===== src/ssp_params.svh =====
`ifndef SSP_PARAMS_SVH
`define SSP_PARAMS_SVH

// ---------------------------------------------------------------
// Register offsets (byte addresses)
// ---------------------------------------------------------------
`define SSP_OFF_MISC1_A 12'h000
`define SSP_OFF_MISC1_B 12'h004
`define SSP_OFF_MISC2 12'h008
`define SSP_OFF_STATUS 12'h00c

// ---------------------------------------------------------------
// Field positions
// ---------------------------------------------------------------
`define SSP_MISC1_SPK_BIT 4
`define SSP_MISC2_DMA_BIT 6
`define SSP_MISC2_BYPASS_BIT 0
`define SSP_STAT_VPP_BIT 0
`define SSP_STAT_TC_BIT 1
`define SSP_STAT_BASE_LSB 4
`define SSP_STAT_CLKSEL_BIT 8

// ---------------------------------------------------------------
// Reset values
// ---------------------------------------------------------------
`define SSP_MISC1_RST 8'h00
`define SSP_MISC2_RST 8'h00

`endif


===== src/ssp_pkg.sv =====
package ssp_pkg;
   typedef enum logic {
      SSP_CLK_SYNTH,
      SSP_CLK_DIRECT
   } ssp_clksel_e;
endpackage : ssp_pkg


===== src/ssp_strap_speaker.sv =====
// Operation
// - Pin low at power-good rise numbers sockets 2 and 3.
// - Pin high at power-good rise numbers sockets 0 and 1.
// - Pin pulled up during reset, giving default numbering from zero.
// - After reset pin floats; driven only when a speaker route enable is set.
// - Speaker output is inverted XOR of enabled sockets' card audio inputs.
// - Socket timing clock derived from 14.318 MHz input via synthesizer.
// - Direct 25 MHz input may be used, bypassing the synthesizer.
// - Outside DMA mode, supply-valid input is readable status.
// - In DMA mode, supply-valid input is terminal count, active high.
//
// Our own choices: the address map and the APB interface to the registers.
`timescale 1ns/1ps
`include "ssp_params.svh"

module ssp_strap_speaker #(
   parameter int NUM_SOCKETS = 2
) (
   // APB slave
   input wire logic pclk,
   input wire logic presetn,
   input wire logic psel,
   input wire logic penable,
   input wire logic pwrite,
   input wire logic [11:0] paddr,
   input wire logic [31:0] pwdata,
   output logic [31:0] prdata,
   output logic pready,
   output logic pslverr,
   // Power good and strap pin
   input wire logic power_good_in,
   input wire logic speaker_or_config_pin_i,
   output logic speaker_or_config_pin_o,
   output logic speaker_or_config_pin_oe,
   output logic config_pullup_en,
   // Card audio inputs
   input wire logic [NUM_SOCKETS-1:0] card_audio_in,
   // Supply valid / terminal count
   input wire logic vpp_valid_n_in,
   output logic dma_tc,
   // Clock source select and socket numbering
   output ssp_pkg::ssp_clksel_e timing_clk_sel,
   output logic [1:0] socket_base
);

   // ---------------------------------------------------------------
   // Elaboration checks
   // ---------------------------------------------------------------
   if (NUM_SOCKETS < 1 || NUM_SOCKETS > 2) begin : g_bad_sockets
      $error("NUM_SOCKETS must be 1 or 2");
   end

   // ---------------------------------------------------------------
   // Input synchronisers
   // ---------------------------------------------------------------
   logic [2:0] pg_s1_q;
   logic [2:0] pg_s1_d;
   logic [2:0] pg_s2_q;
   logic [2:0] pg_s2_d;
   logic pg_prev_q;
   logic pg_prev_d;

   always_comb begin
      pg_s1_d = {vpp_valid_n_in, speaker_or_config_pin_i, power_good_in};
      pg_s2_d = pg_s1_q;
      pg_prev_d = pg_s2_q[0];
   end

   always_ff @(posedge pclk or negedge presetn) begin
      if (!presetn) begin
         pg_s1_q <= 3'h0;
         pg_s2_q <= 3'h0;
         pg_prev_q <= 1'b0;
      end else begin
         pg_s1_q <= pg_s1_d;
         pg_s2_q <= pg_s2_d;
         pg_prev_q <= pg_prev_d;
      end
   end

   logic [NUM_SOCKETS-1:0] aud_s1_q;
   logic [NUM_SOCKETS-1:0] aud_s1_d;
   logic [NUM_SOCKETS-1:0] aud_s2_q;
   logic [NUM_SOCKETS-1:0] aud_s2_d;

   always_comb begin
      aud_s1_d = card_audio_in;
      aud_s2_d = aud_s1_q;
   end

   always_ff @(posedge pclk or negedge presetn) begin
      if (!presetn) begin
         aud_s1_q <= '0;
         aud_s2_q <= '0;
      end else begin
         aud_s1_q <= aud_s1_d;
         aud_s2_q <= aud_s2_d;
      end
   end

   logic pg_sync;
   logic pin_sync;
   logic vpp_sync;
   logic pg_rise;
   assign pg_sync = pg_s2_q[0];
   assign pin_sync = pg_s2_q[1];
   assign vpp_sync = pg_s2_q[2];
   assign pg_rise = pg_sync & ~pg_prev_q;

   // ---------------------------------------------------------------
   // Strap capture
   // ---------------------------------------------------------------
   logic base_hi_q;
   logic base_hi_d;

   always_comb begin
      base_hi_d = base_hi_q;
      if (pg_rise) begin
         base_hi_d = ~pin_sync;
      end
   end

   always_ff @(posedge pclk or negedge presetn) begin
      if (!presetn) begin
         base_hi_q <= 1'b0;
      end else begin
         base_hi_q <= base_hi_d;
      end
   end

   assign socket_base = base_hi_q ? 2'h2 : 2'h0;
   assign config_pullup_en = ~pg_sync;

   // ---------------------------------------------------------------
   // Bus handshake and decode
   // ---------------------------------------------------------------
   logic [7:0] misc1_q [NUM_SOCKETS];
   logic [7:0] misc1_d [NUM_SOCKETS];
   logic [7:0] misc2_q;
   logic [7:0] misc2_d;
   logic [NUM_SOCKETS-1:0] misc1_hit;
   logic [NUM_SOCKETS-1:0] spk_en;
   logic misc2_hit;
   logic wr_en;
   logic rd_setup;
   logic addr_ok;

   assign wr_en = psel & penable & pwrite;
   assign rd_setup = psel & ~penable;
   assign pready = 1'b1;
   assign misc2_hit = (paddr == `SSP_OFF_MISC2);

   always_comb begin
      addr_ok = 1'b0;
      unique case (paddr)
         `SSP_OFF_MISC1_A: addr_ok = 1'b1;
         `SSP_OFF_MISC1_B: addr_ok = (NUM_SOCKETS > 1);
         `SSP_OFF_MISC2: addr_ok = 1'b1;
         `SSP_OFF_STATUS: addr_ok = 1'b1;
         default: addr_ok = 1'b0;
      endcase
   end

   assign pslverr = psel & penable & ~addr_ok;

   // ---------------------------------------------------------------
   // Control registers
   // ---------------------------------------------------------------
   always_comb begin
      misc2_d = misc2_q;
      if (wr_en && misc2_hit) begin
         misc2_d = pwdata[7:0];
      end
   end

   genvar gi;
   generate
      for (gi = 0; gi < NUM_SOCKETS; gi++) begin : g_sock
         assign misc1_hit[gi] = (paddr == 12'(`SSP_OFF_MISC1_A + 4 * gi));
         assign spk_en[gi] = misc1_q[gi][`SSP_MISC1_SPK_BIT];

         always_comb begin
            misc1_d[gi] = misc1_q[gi];
            if (wr_en && misc1_hit[gi]) begin
               misc1_d[gi] = pwdata[7:0];
            end
         end

         always_ff @(posedge pclk or negedge presetn) begin
            if (!presetn) begin
               misc1_q[gi] <= `SSP_MISC1_RST;
            end else begin
               misc1_q[gi] <= misc1_d[gi];
            end
         end
      end
   endgenerate

   always_ff @(posedge pclk or negedge presetn) begin
      if (!presetn) begin
         misc2_q <= `SSP_MISC2_RST;
      end else begin
         misc2_q <= misc2_d;
      end
   end

   // ---------------------------------------------------------------
   // Speaker output
   // ---------------------------------------------------------------
   logic spk_q;
   logic spk_d;
   logic spk_oe_q;
   logic spk_oe_d;

   always_comb begin
      spk_oe_d = pg_sync & (|spk_en);
      spk_d = ~(^(aud_s2_q & spk_en));
   end

   always_ff @(posedge pclk or negedge presetn) begin
      if (!presetn) begin
         spk_q <= 1'b1;
         spk_oe_q <= 1'b0;
      end else begin
         spk_q <= spk_d;
         spk_oe_q <= spk_oe_d;
      end
   end

   // ---------------------------------------------------------------
   // Pin drive
   // ---------------------------------------------------------------
   assign speaker_or_config_pin_o = spk_q;
   assign speaker_or_config_pin_oe = spk_oe_q;

   // ---------------------------------------------------------------
   // Clock source select
   // ---------------------------------------------------------------
   assign timing_clk_sel = misc2_q[`SSP_MISC2_BYPASS_BIT] ?
                           ssp_pkg::SSP_CLK_DIRECT :
                           ssp_pkg::SSP_CLK_SYNTH;

   // ---------------------------------------------------------------
   // Supply-valid / terminal count
   // ---------------------------------------------------------------
   logic dma_mode;
   logic tc_q;
   logic tc_d;

   assign dma_mode = misc2_q[`SSP_MISC2_DMA_BIT];

   always_comb begin
      tc_d = dma_mode & vpp_sync;
   end

   always_ff @(posedge pclk or negedge presetn) begin
      if (!presetn) begin
         tc_q <= 1'b0;
      end else begin
         tc_q <= tc_d;
      end
   end

   assign dma_tc = tc_q;

   // ---------------------------------------------------------------
   // Read data
   // ---------------------------------------------------------------
   logic [31:0] rd_d;
   logic [31:0] rd_q;

   always_comb begin
      rd_d = 32'h0;
      unique case (paddr)
         `SSP_OFF_MISC1_A: begin
            rd_d[7:0] = misc1_q[0];
         end
         `SSP_OFF_MISC1_B: begin
            if (NUM_SOCKETS > 1) begin
               rd_d[7:0] = misc1_q[NUM_SOCKETS-1];
            end
         end
         `SSP_OFF_MISC2: begin
            rd_d[7:0] = misc2_q;
         end
         `SSP_OFF_STATUS: begin
            rd_d[`SSP_STAT_VPP_BIT] = ~dma_mode & ~vpp_sync;
            rd_d[`SSP_STAT_TC_BIT] = dma_tc;
            rd_d[`SSP_STAT_BASE_LSB +: 2] = socket_base;
            rd_d[`SSP_STAT_CLKSEL_BIT] = (timing_clk_sel == ssp_pkg::SSP_CLK_DIRECT);
         end
         default: rd_d = 32'h0;
      endcase
   end

   always_ff @(posedge pclk or negedge presetn) begin
      if (!presetn) begin
         rd_q <= 32'h0;
      end else if (rd_setup) begin
         rd_q <= rd_d;
      end
   end

   assign prdata = rd_q;

endmodule : ssp_strap_speaker


===== config.mk =====
export PLATFORM = sky130hd
export DESIGN_NAME = ssp_strap_speaker
export DESIGN_NICKNAME = d
export VERILOG_FILES = /design/src/ssp_pkg.sv /design/src/ssp_strap_speaker.sv
export VERILOG_INCLUDE_DIRS = /design/src /design/src/src
export SDC_FILE = /design/constraint.sdc
export NUM_CORES = 1
export LEC_CHECK = 0
export BUFFER_PORTS_ARGS = -buffer_cell sky130_fd_sc_hd__buf_4
export CORE_MARGIN = 2
export CORE_UTILIZATION = 45
export CTS_BUF_LIST = sky130_fd_sc_hd__clkbuf_16
export DETAILED_ROUTE_END_ITERATION = 12
export GPL_TIMING_DRIVEN = 1
export PLACE_DENSITY = 0.88
export SYNTH_ARGS = -nofsm -noshare
export SYNTH_HDL_FRONTEND = slang
export SYNTH_SLANG_ARGS = --single-unit

===== constraint.sdc =====
create_clock -name pclk -period 3.8 [get_ports pclk]
set_input_delay 0.38 -clock pclk [delete_from_list [all_inputs] [get_ports pclk]]
set_output_delay 0.38 -clock pclk [all_outputs]
set_load 0.01 [all_outputs]

== Yosys cells after proc, flatten, opt, wreduce, memory -nomap -nowiden ==
Index checks and enable logic that the tools add are counted.
Storage, ports and cells
  logic and storage cells: 48
  bits in registers: 48
  input bits: 54
  output and inout bits: 41
Operators by class
  bitwise operators: 17
  muxes and demuxes: 8
  eq/ne operators: 3
  reductions and logical operators: 7
Operators by type and width (count)
  == test 12 x 4 -> 1 bit, second input constant: 2
  case mux 2 bit (4 select lines): 2
  == test 12 x 3 -> 1 bit, second input constant: 1
  logical NOT 12 bit: 1
  case mux 2 bit (3 select lines): 2
  AND 1 bit: 8
  inverter 1 bit: 8
  OR reduction 4 bit: 1
  logical AND 1 bit: 3
  2-to-1 mux 1 bit: 3
  AND 2 bit: 1
  2-to-1 mux 2 bit: 1
  OR reduction 2 bit: 1
  parity 2 bit: 1

== Longest topological paths before layout ==
  depth in word-level cells: 5
  gate-level depth with buffers: 4
  mapped depth without buffers: 3

== Least setup slack after synthesis ==
No wires, ideal clock.
  kind: input to register
  start point: in paddr[7]
  end point: reg misc2_q[1]
  setup time: 0.125 ns
  arrival: 1.915 ns
  cell stages on the path: 4
  data required time: 3.675 ns
  setup slack: 1.760 ns
  path through: or4_1 -> buf_2 -> nor4_4 -> mux2_2
On the way
  word-level cells in the longest chain between the ends: 2
Ends and longest elaborated chain
  from (decl): RTL line ssp_strap_speaker.sv:25  | input wire logic [11:0] paddr,
  == test 12 x 4 -> 1 bit
  logical AND 1 bit: RTL line ssp_strap_speaker.sv:171  | if (wr_en && misc2_hit) begin
  to (signal assigned): RTL line ssp_strap_speaker.sv:201  | misc2_q <= `SSP_MISC2_RST;
  to (signal assigned): RTL line ssp_strap_speaker.sv:203  | misc2_q <= misc2_d;
  to (decl): RTL line ssp_strap_speaker.sv:139  | logic [7:0] misc2_q;
Every way passes these cells.
A chain may end at the register's enable or synchronous reset.

== Worst setup path in the final report ==
  start point: in paddr[7]
  end point: out pslverr
On the way
  word-level cells in the longest chain between the ends: 5
  elaborated cells on any way between the ends: 8
  classes of those cells: 3 x eq/ne; 1 x mux; 2 x bitwise; 2 x reduce/logical
Ends and longest elaborated chain
  == test 12 x 3 -> 1 bit, or another cell as far along: RTL line ssp_strap_speaker.sv:155  | unique case (paddr)
  OR reduction 4 bit (no line) (*)
  2-to-1 mux 1 bit (*): RTL line ssp_strap_speaker.sv:155
  inverter 1 bit (*): RTL line ssp_strap_speaker.sv:164  | assign pslverr = psel & penable & ~addr_ok;
  AND 1 bit (*): RTL line ssp_strap_speaker.sv:164
  to (decl): RTL line ssp_strap_speaker.sv:29  | output logic pslverr,
Every way passes the cells marked *; elsewhere a longest branch is shown, timed or not.

==> metrics.txt <==
status=finished, final reports clean; Die ar.=5350 um2; H-tree depth=2; Startpoint Class=primary input; Post-synth ARST share=1.00; PostCTS Resize Cnt=0; Worst VDD drop=0.265 mV; Psw=221 uW; Seq pwr share=0.517; worst clock skew=0.00362 ns; clock power share=0.411; internal power=788 uW; RR Endpoint=prdata[0]; Finished Core Util=0.551; DR DRC count=0; CP Class=in2out; CP required=3.42 ns; proportion of layout cells with a drive suffix above 1=0.403; Comb pwr share=0.072; largest area contributor in the netlist=dfrtp_1; DR vias=1,298; #FFs+latches synth=48; remaining antenna violation count=0; initial core utilization=0.462; DR pass1 iterations=6; vias in the first global route=1,301; Seq/Total Area, Yosys=0.558; Clock Latency Late Sink=0.28 ns; Synth top area share=0.546; CTS sink count=48; Mapped Area=2150 um2; Routed Wire Length=3.92 mm; R2R Path Start=misc2_q[6]; area grow syn2layout=19.3%; first-pass GRT wire length=6.20 mm; Die Y=73.2 um; cell row count=25; worst r2r path cells=3; Area contributors post-synth=dfrtp_1 (55%), mux2_2 (12%), buf_4 (9.1%); hold buffer count at CTS=0; Least-Margin Pin Slew=0.692 ns; CP Max Fanout=6; IO buf count=45; CTS tree=built; Cell variety after synth=30; ant diodes=0; HP Class=in2async; Chip Width=73.2 um; final setup TNS=0 ns; CTS clk-pin slew, worst paths=0.06 ns; final max-slew violation count=0; reg-to-reg slack, setup=2.57 ns; Leakage=0.00131 uW; setup bufs post-CTS=0; Clock Path Buffers=2; DPL Wire Length=2.81 mm; top_reg_cell synth=dfrtp_1; Commonest cells post-synth=dfrtp_1 (47), buf_4 (26), mux2_2 (22), nand2_1 (9), o21ai_0 (6); worst rel slew slack=0.536; Worst EP arrival=1.98 ns; num ports=95; Avg Synthesized Cell Area=13.4 um2; initial antenna violation count=0; WL/cell=15.1 um; period utilisation layout=0.620; Via density=4.99; unrepaired setup endpoints after global routing=no; GR Util All Layers=0.159; Power Dens Cells=393 nW/um2; Root Buffer=clkbuf_16; largest net degree at the start of global routing=49; initial drt markers=66; total CTS buffers=5; EDFF count, synth=0; Setup Viol. Count Final=0; Synthesis Warnings=0; core area=4660 um2; cell with the most instances after synthesis=dfrtp_1; grt ovf=0; final net count=259; switch share=0.219; Post-Syn Instances=161; crit path time final=2.36 ns; Worst setup EP type=output port; Achievable Freq=424 MHz; Fin. Hold Viols=0; # Max-Cap Violations=0; GPL Wtd Cong=0.706
critical path, stage by stage:
cell and delay [ns]:
buf_4 0.11, or4_1 0.71, or3_1 0.44, and3_1 0.19, buf_4 0.14
cell families (layout without fill, tap and decap cells):
kind of cell | count (synthesis) | count (layout) | synth area share
multiplexers | 32 | 32 | 0.180
buffers and inverters | 32 | 54 | 0.102
flip-flops | 48 | 48 | 0.558
XOR/XNOR | 1 | 1 | 0.00407
other | 2 | 25 | 0.00349
AO/OA/AOI/OAI | 15 | 15 | 0.0500
AND/OR/NAND/NOR | 31 | 31 | 0.102
stage by stage:
| step | setup WS [ns] | power, uW | area [um2] | cells | hold WS, ns |
|---|---|---|---|---|---|
| finish | 1.44 | 1010 | 2570 | 260 | 0.103 |
| global route | 1.38 | 1050 | 2570 | 260 | 0.153 |
| CTS | 1.44 | 1020 | 2570 | 260 | 0.120 |
| detailed placement | 1.32 | 605 | 2430 | 252 | 0.335 |
| global placement | 1.38 | 603 | 2430 | 252 | 0.332 |
| floorplan | 1.76 | 582 | 2240 | 184 | 0.0844 |
power by group through the flow:
stage	sequential, uW	combinational [uW]	clock (uW)
after floorplan	530	51.9	0
after global placement	531	71.7	0
after detailed placement	531	73.3	0
after CTS	522	73.4	427
after global routing	522	81.1	448
final	522	72.7	414
layout make-up:
cell class              instances  area [um2]
flip-flops and latches         48        1200
clock inverters                 3        15.0
clock buffers                   5         125
well taps                      54        67.6
multi-input cells             104         817
repair buffers                 45         338
fillers                       395        2090
inverters                       1        3.75
metal layers:
metal	global-route usage	wire (um)	vias to the layer above
met5	0	0	-
met4	0.0700	38	0
met3	0.0580	252	5
met2	0.263	2170	40
met1	0.185	1470	650
li1	-	-	603
worst max-delay path by stage:
stage / start / endpoint / slack (ns) / cells past startpoint
CTS: paddr[7] / pslverr / 1.44 / 5
finish: paddr[7] / pslverr / 1.44 / 5
floorplan: paddr[7] / misc2_q[1] / 1.76 / 4
global route: paddr[7] / pslverr / 1.38 / 5
detailed placement: paddr[7] / misc1_q[11] / 1.32 / 4
global placement: paddr[7] / misc1_q[15] / 1.38 / 4
flip-flops by register name (all words and copies together) (netlist names), 2 cells and up:
name	count
aud_s1_q	2
aud_s2_q	2
misc1_q	16
misc2_q	8
pg_s1_q	3
pg_s2_q	3
prdata	9
cells in the final DEF (no fill, tap or decap):
cell type	synthesis	final
or2_2	1	1
nand3_1	2	2
nor4_4	3	3
nor2b_1	1	1
o21ai_0	6	6
mux2_2	22	22
clkbuf_16	0	5
xnor2_1	1	1
and3_1	1	1
buf_4	26	45
mux4_2	3	3
nand2_1	9	9
nand2b_1	2	2
dfstp_2	1	1
clkinvlp_4	0	1
clkinv_1	0	1
or4_1	4	4
dfrtp_1	47	47
or4b_2	2	2
o31ai_1	1	1
a22o_1	3	3
a2bb2oi_1	5	5
inv_1	1	2
nor4_1	1	1
or3_1	1	1
conb_1	2	25
mux2_1	2	2
mux2i_1	5	5
nor2_1	3	3
and2_1	1	1
Power figures use the tool's default switching activity.
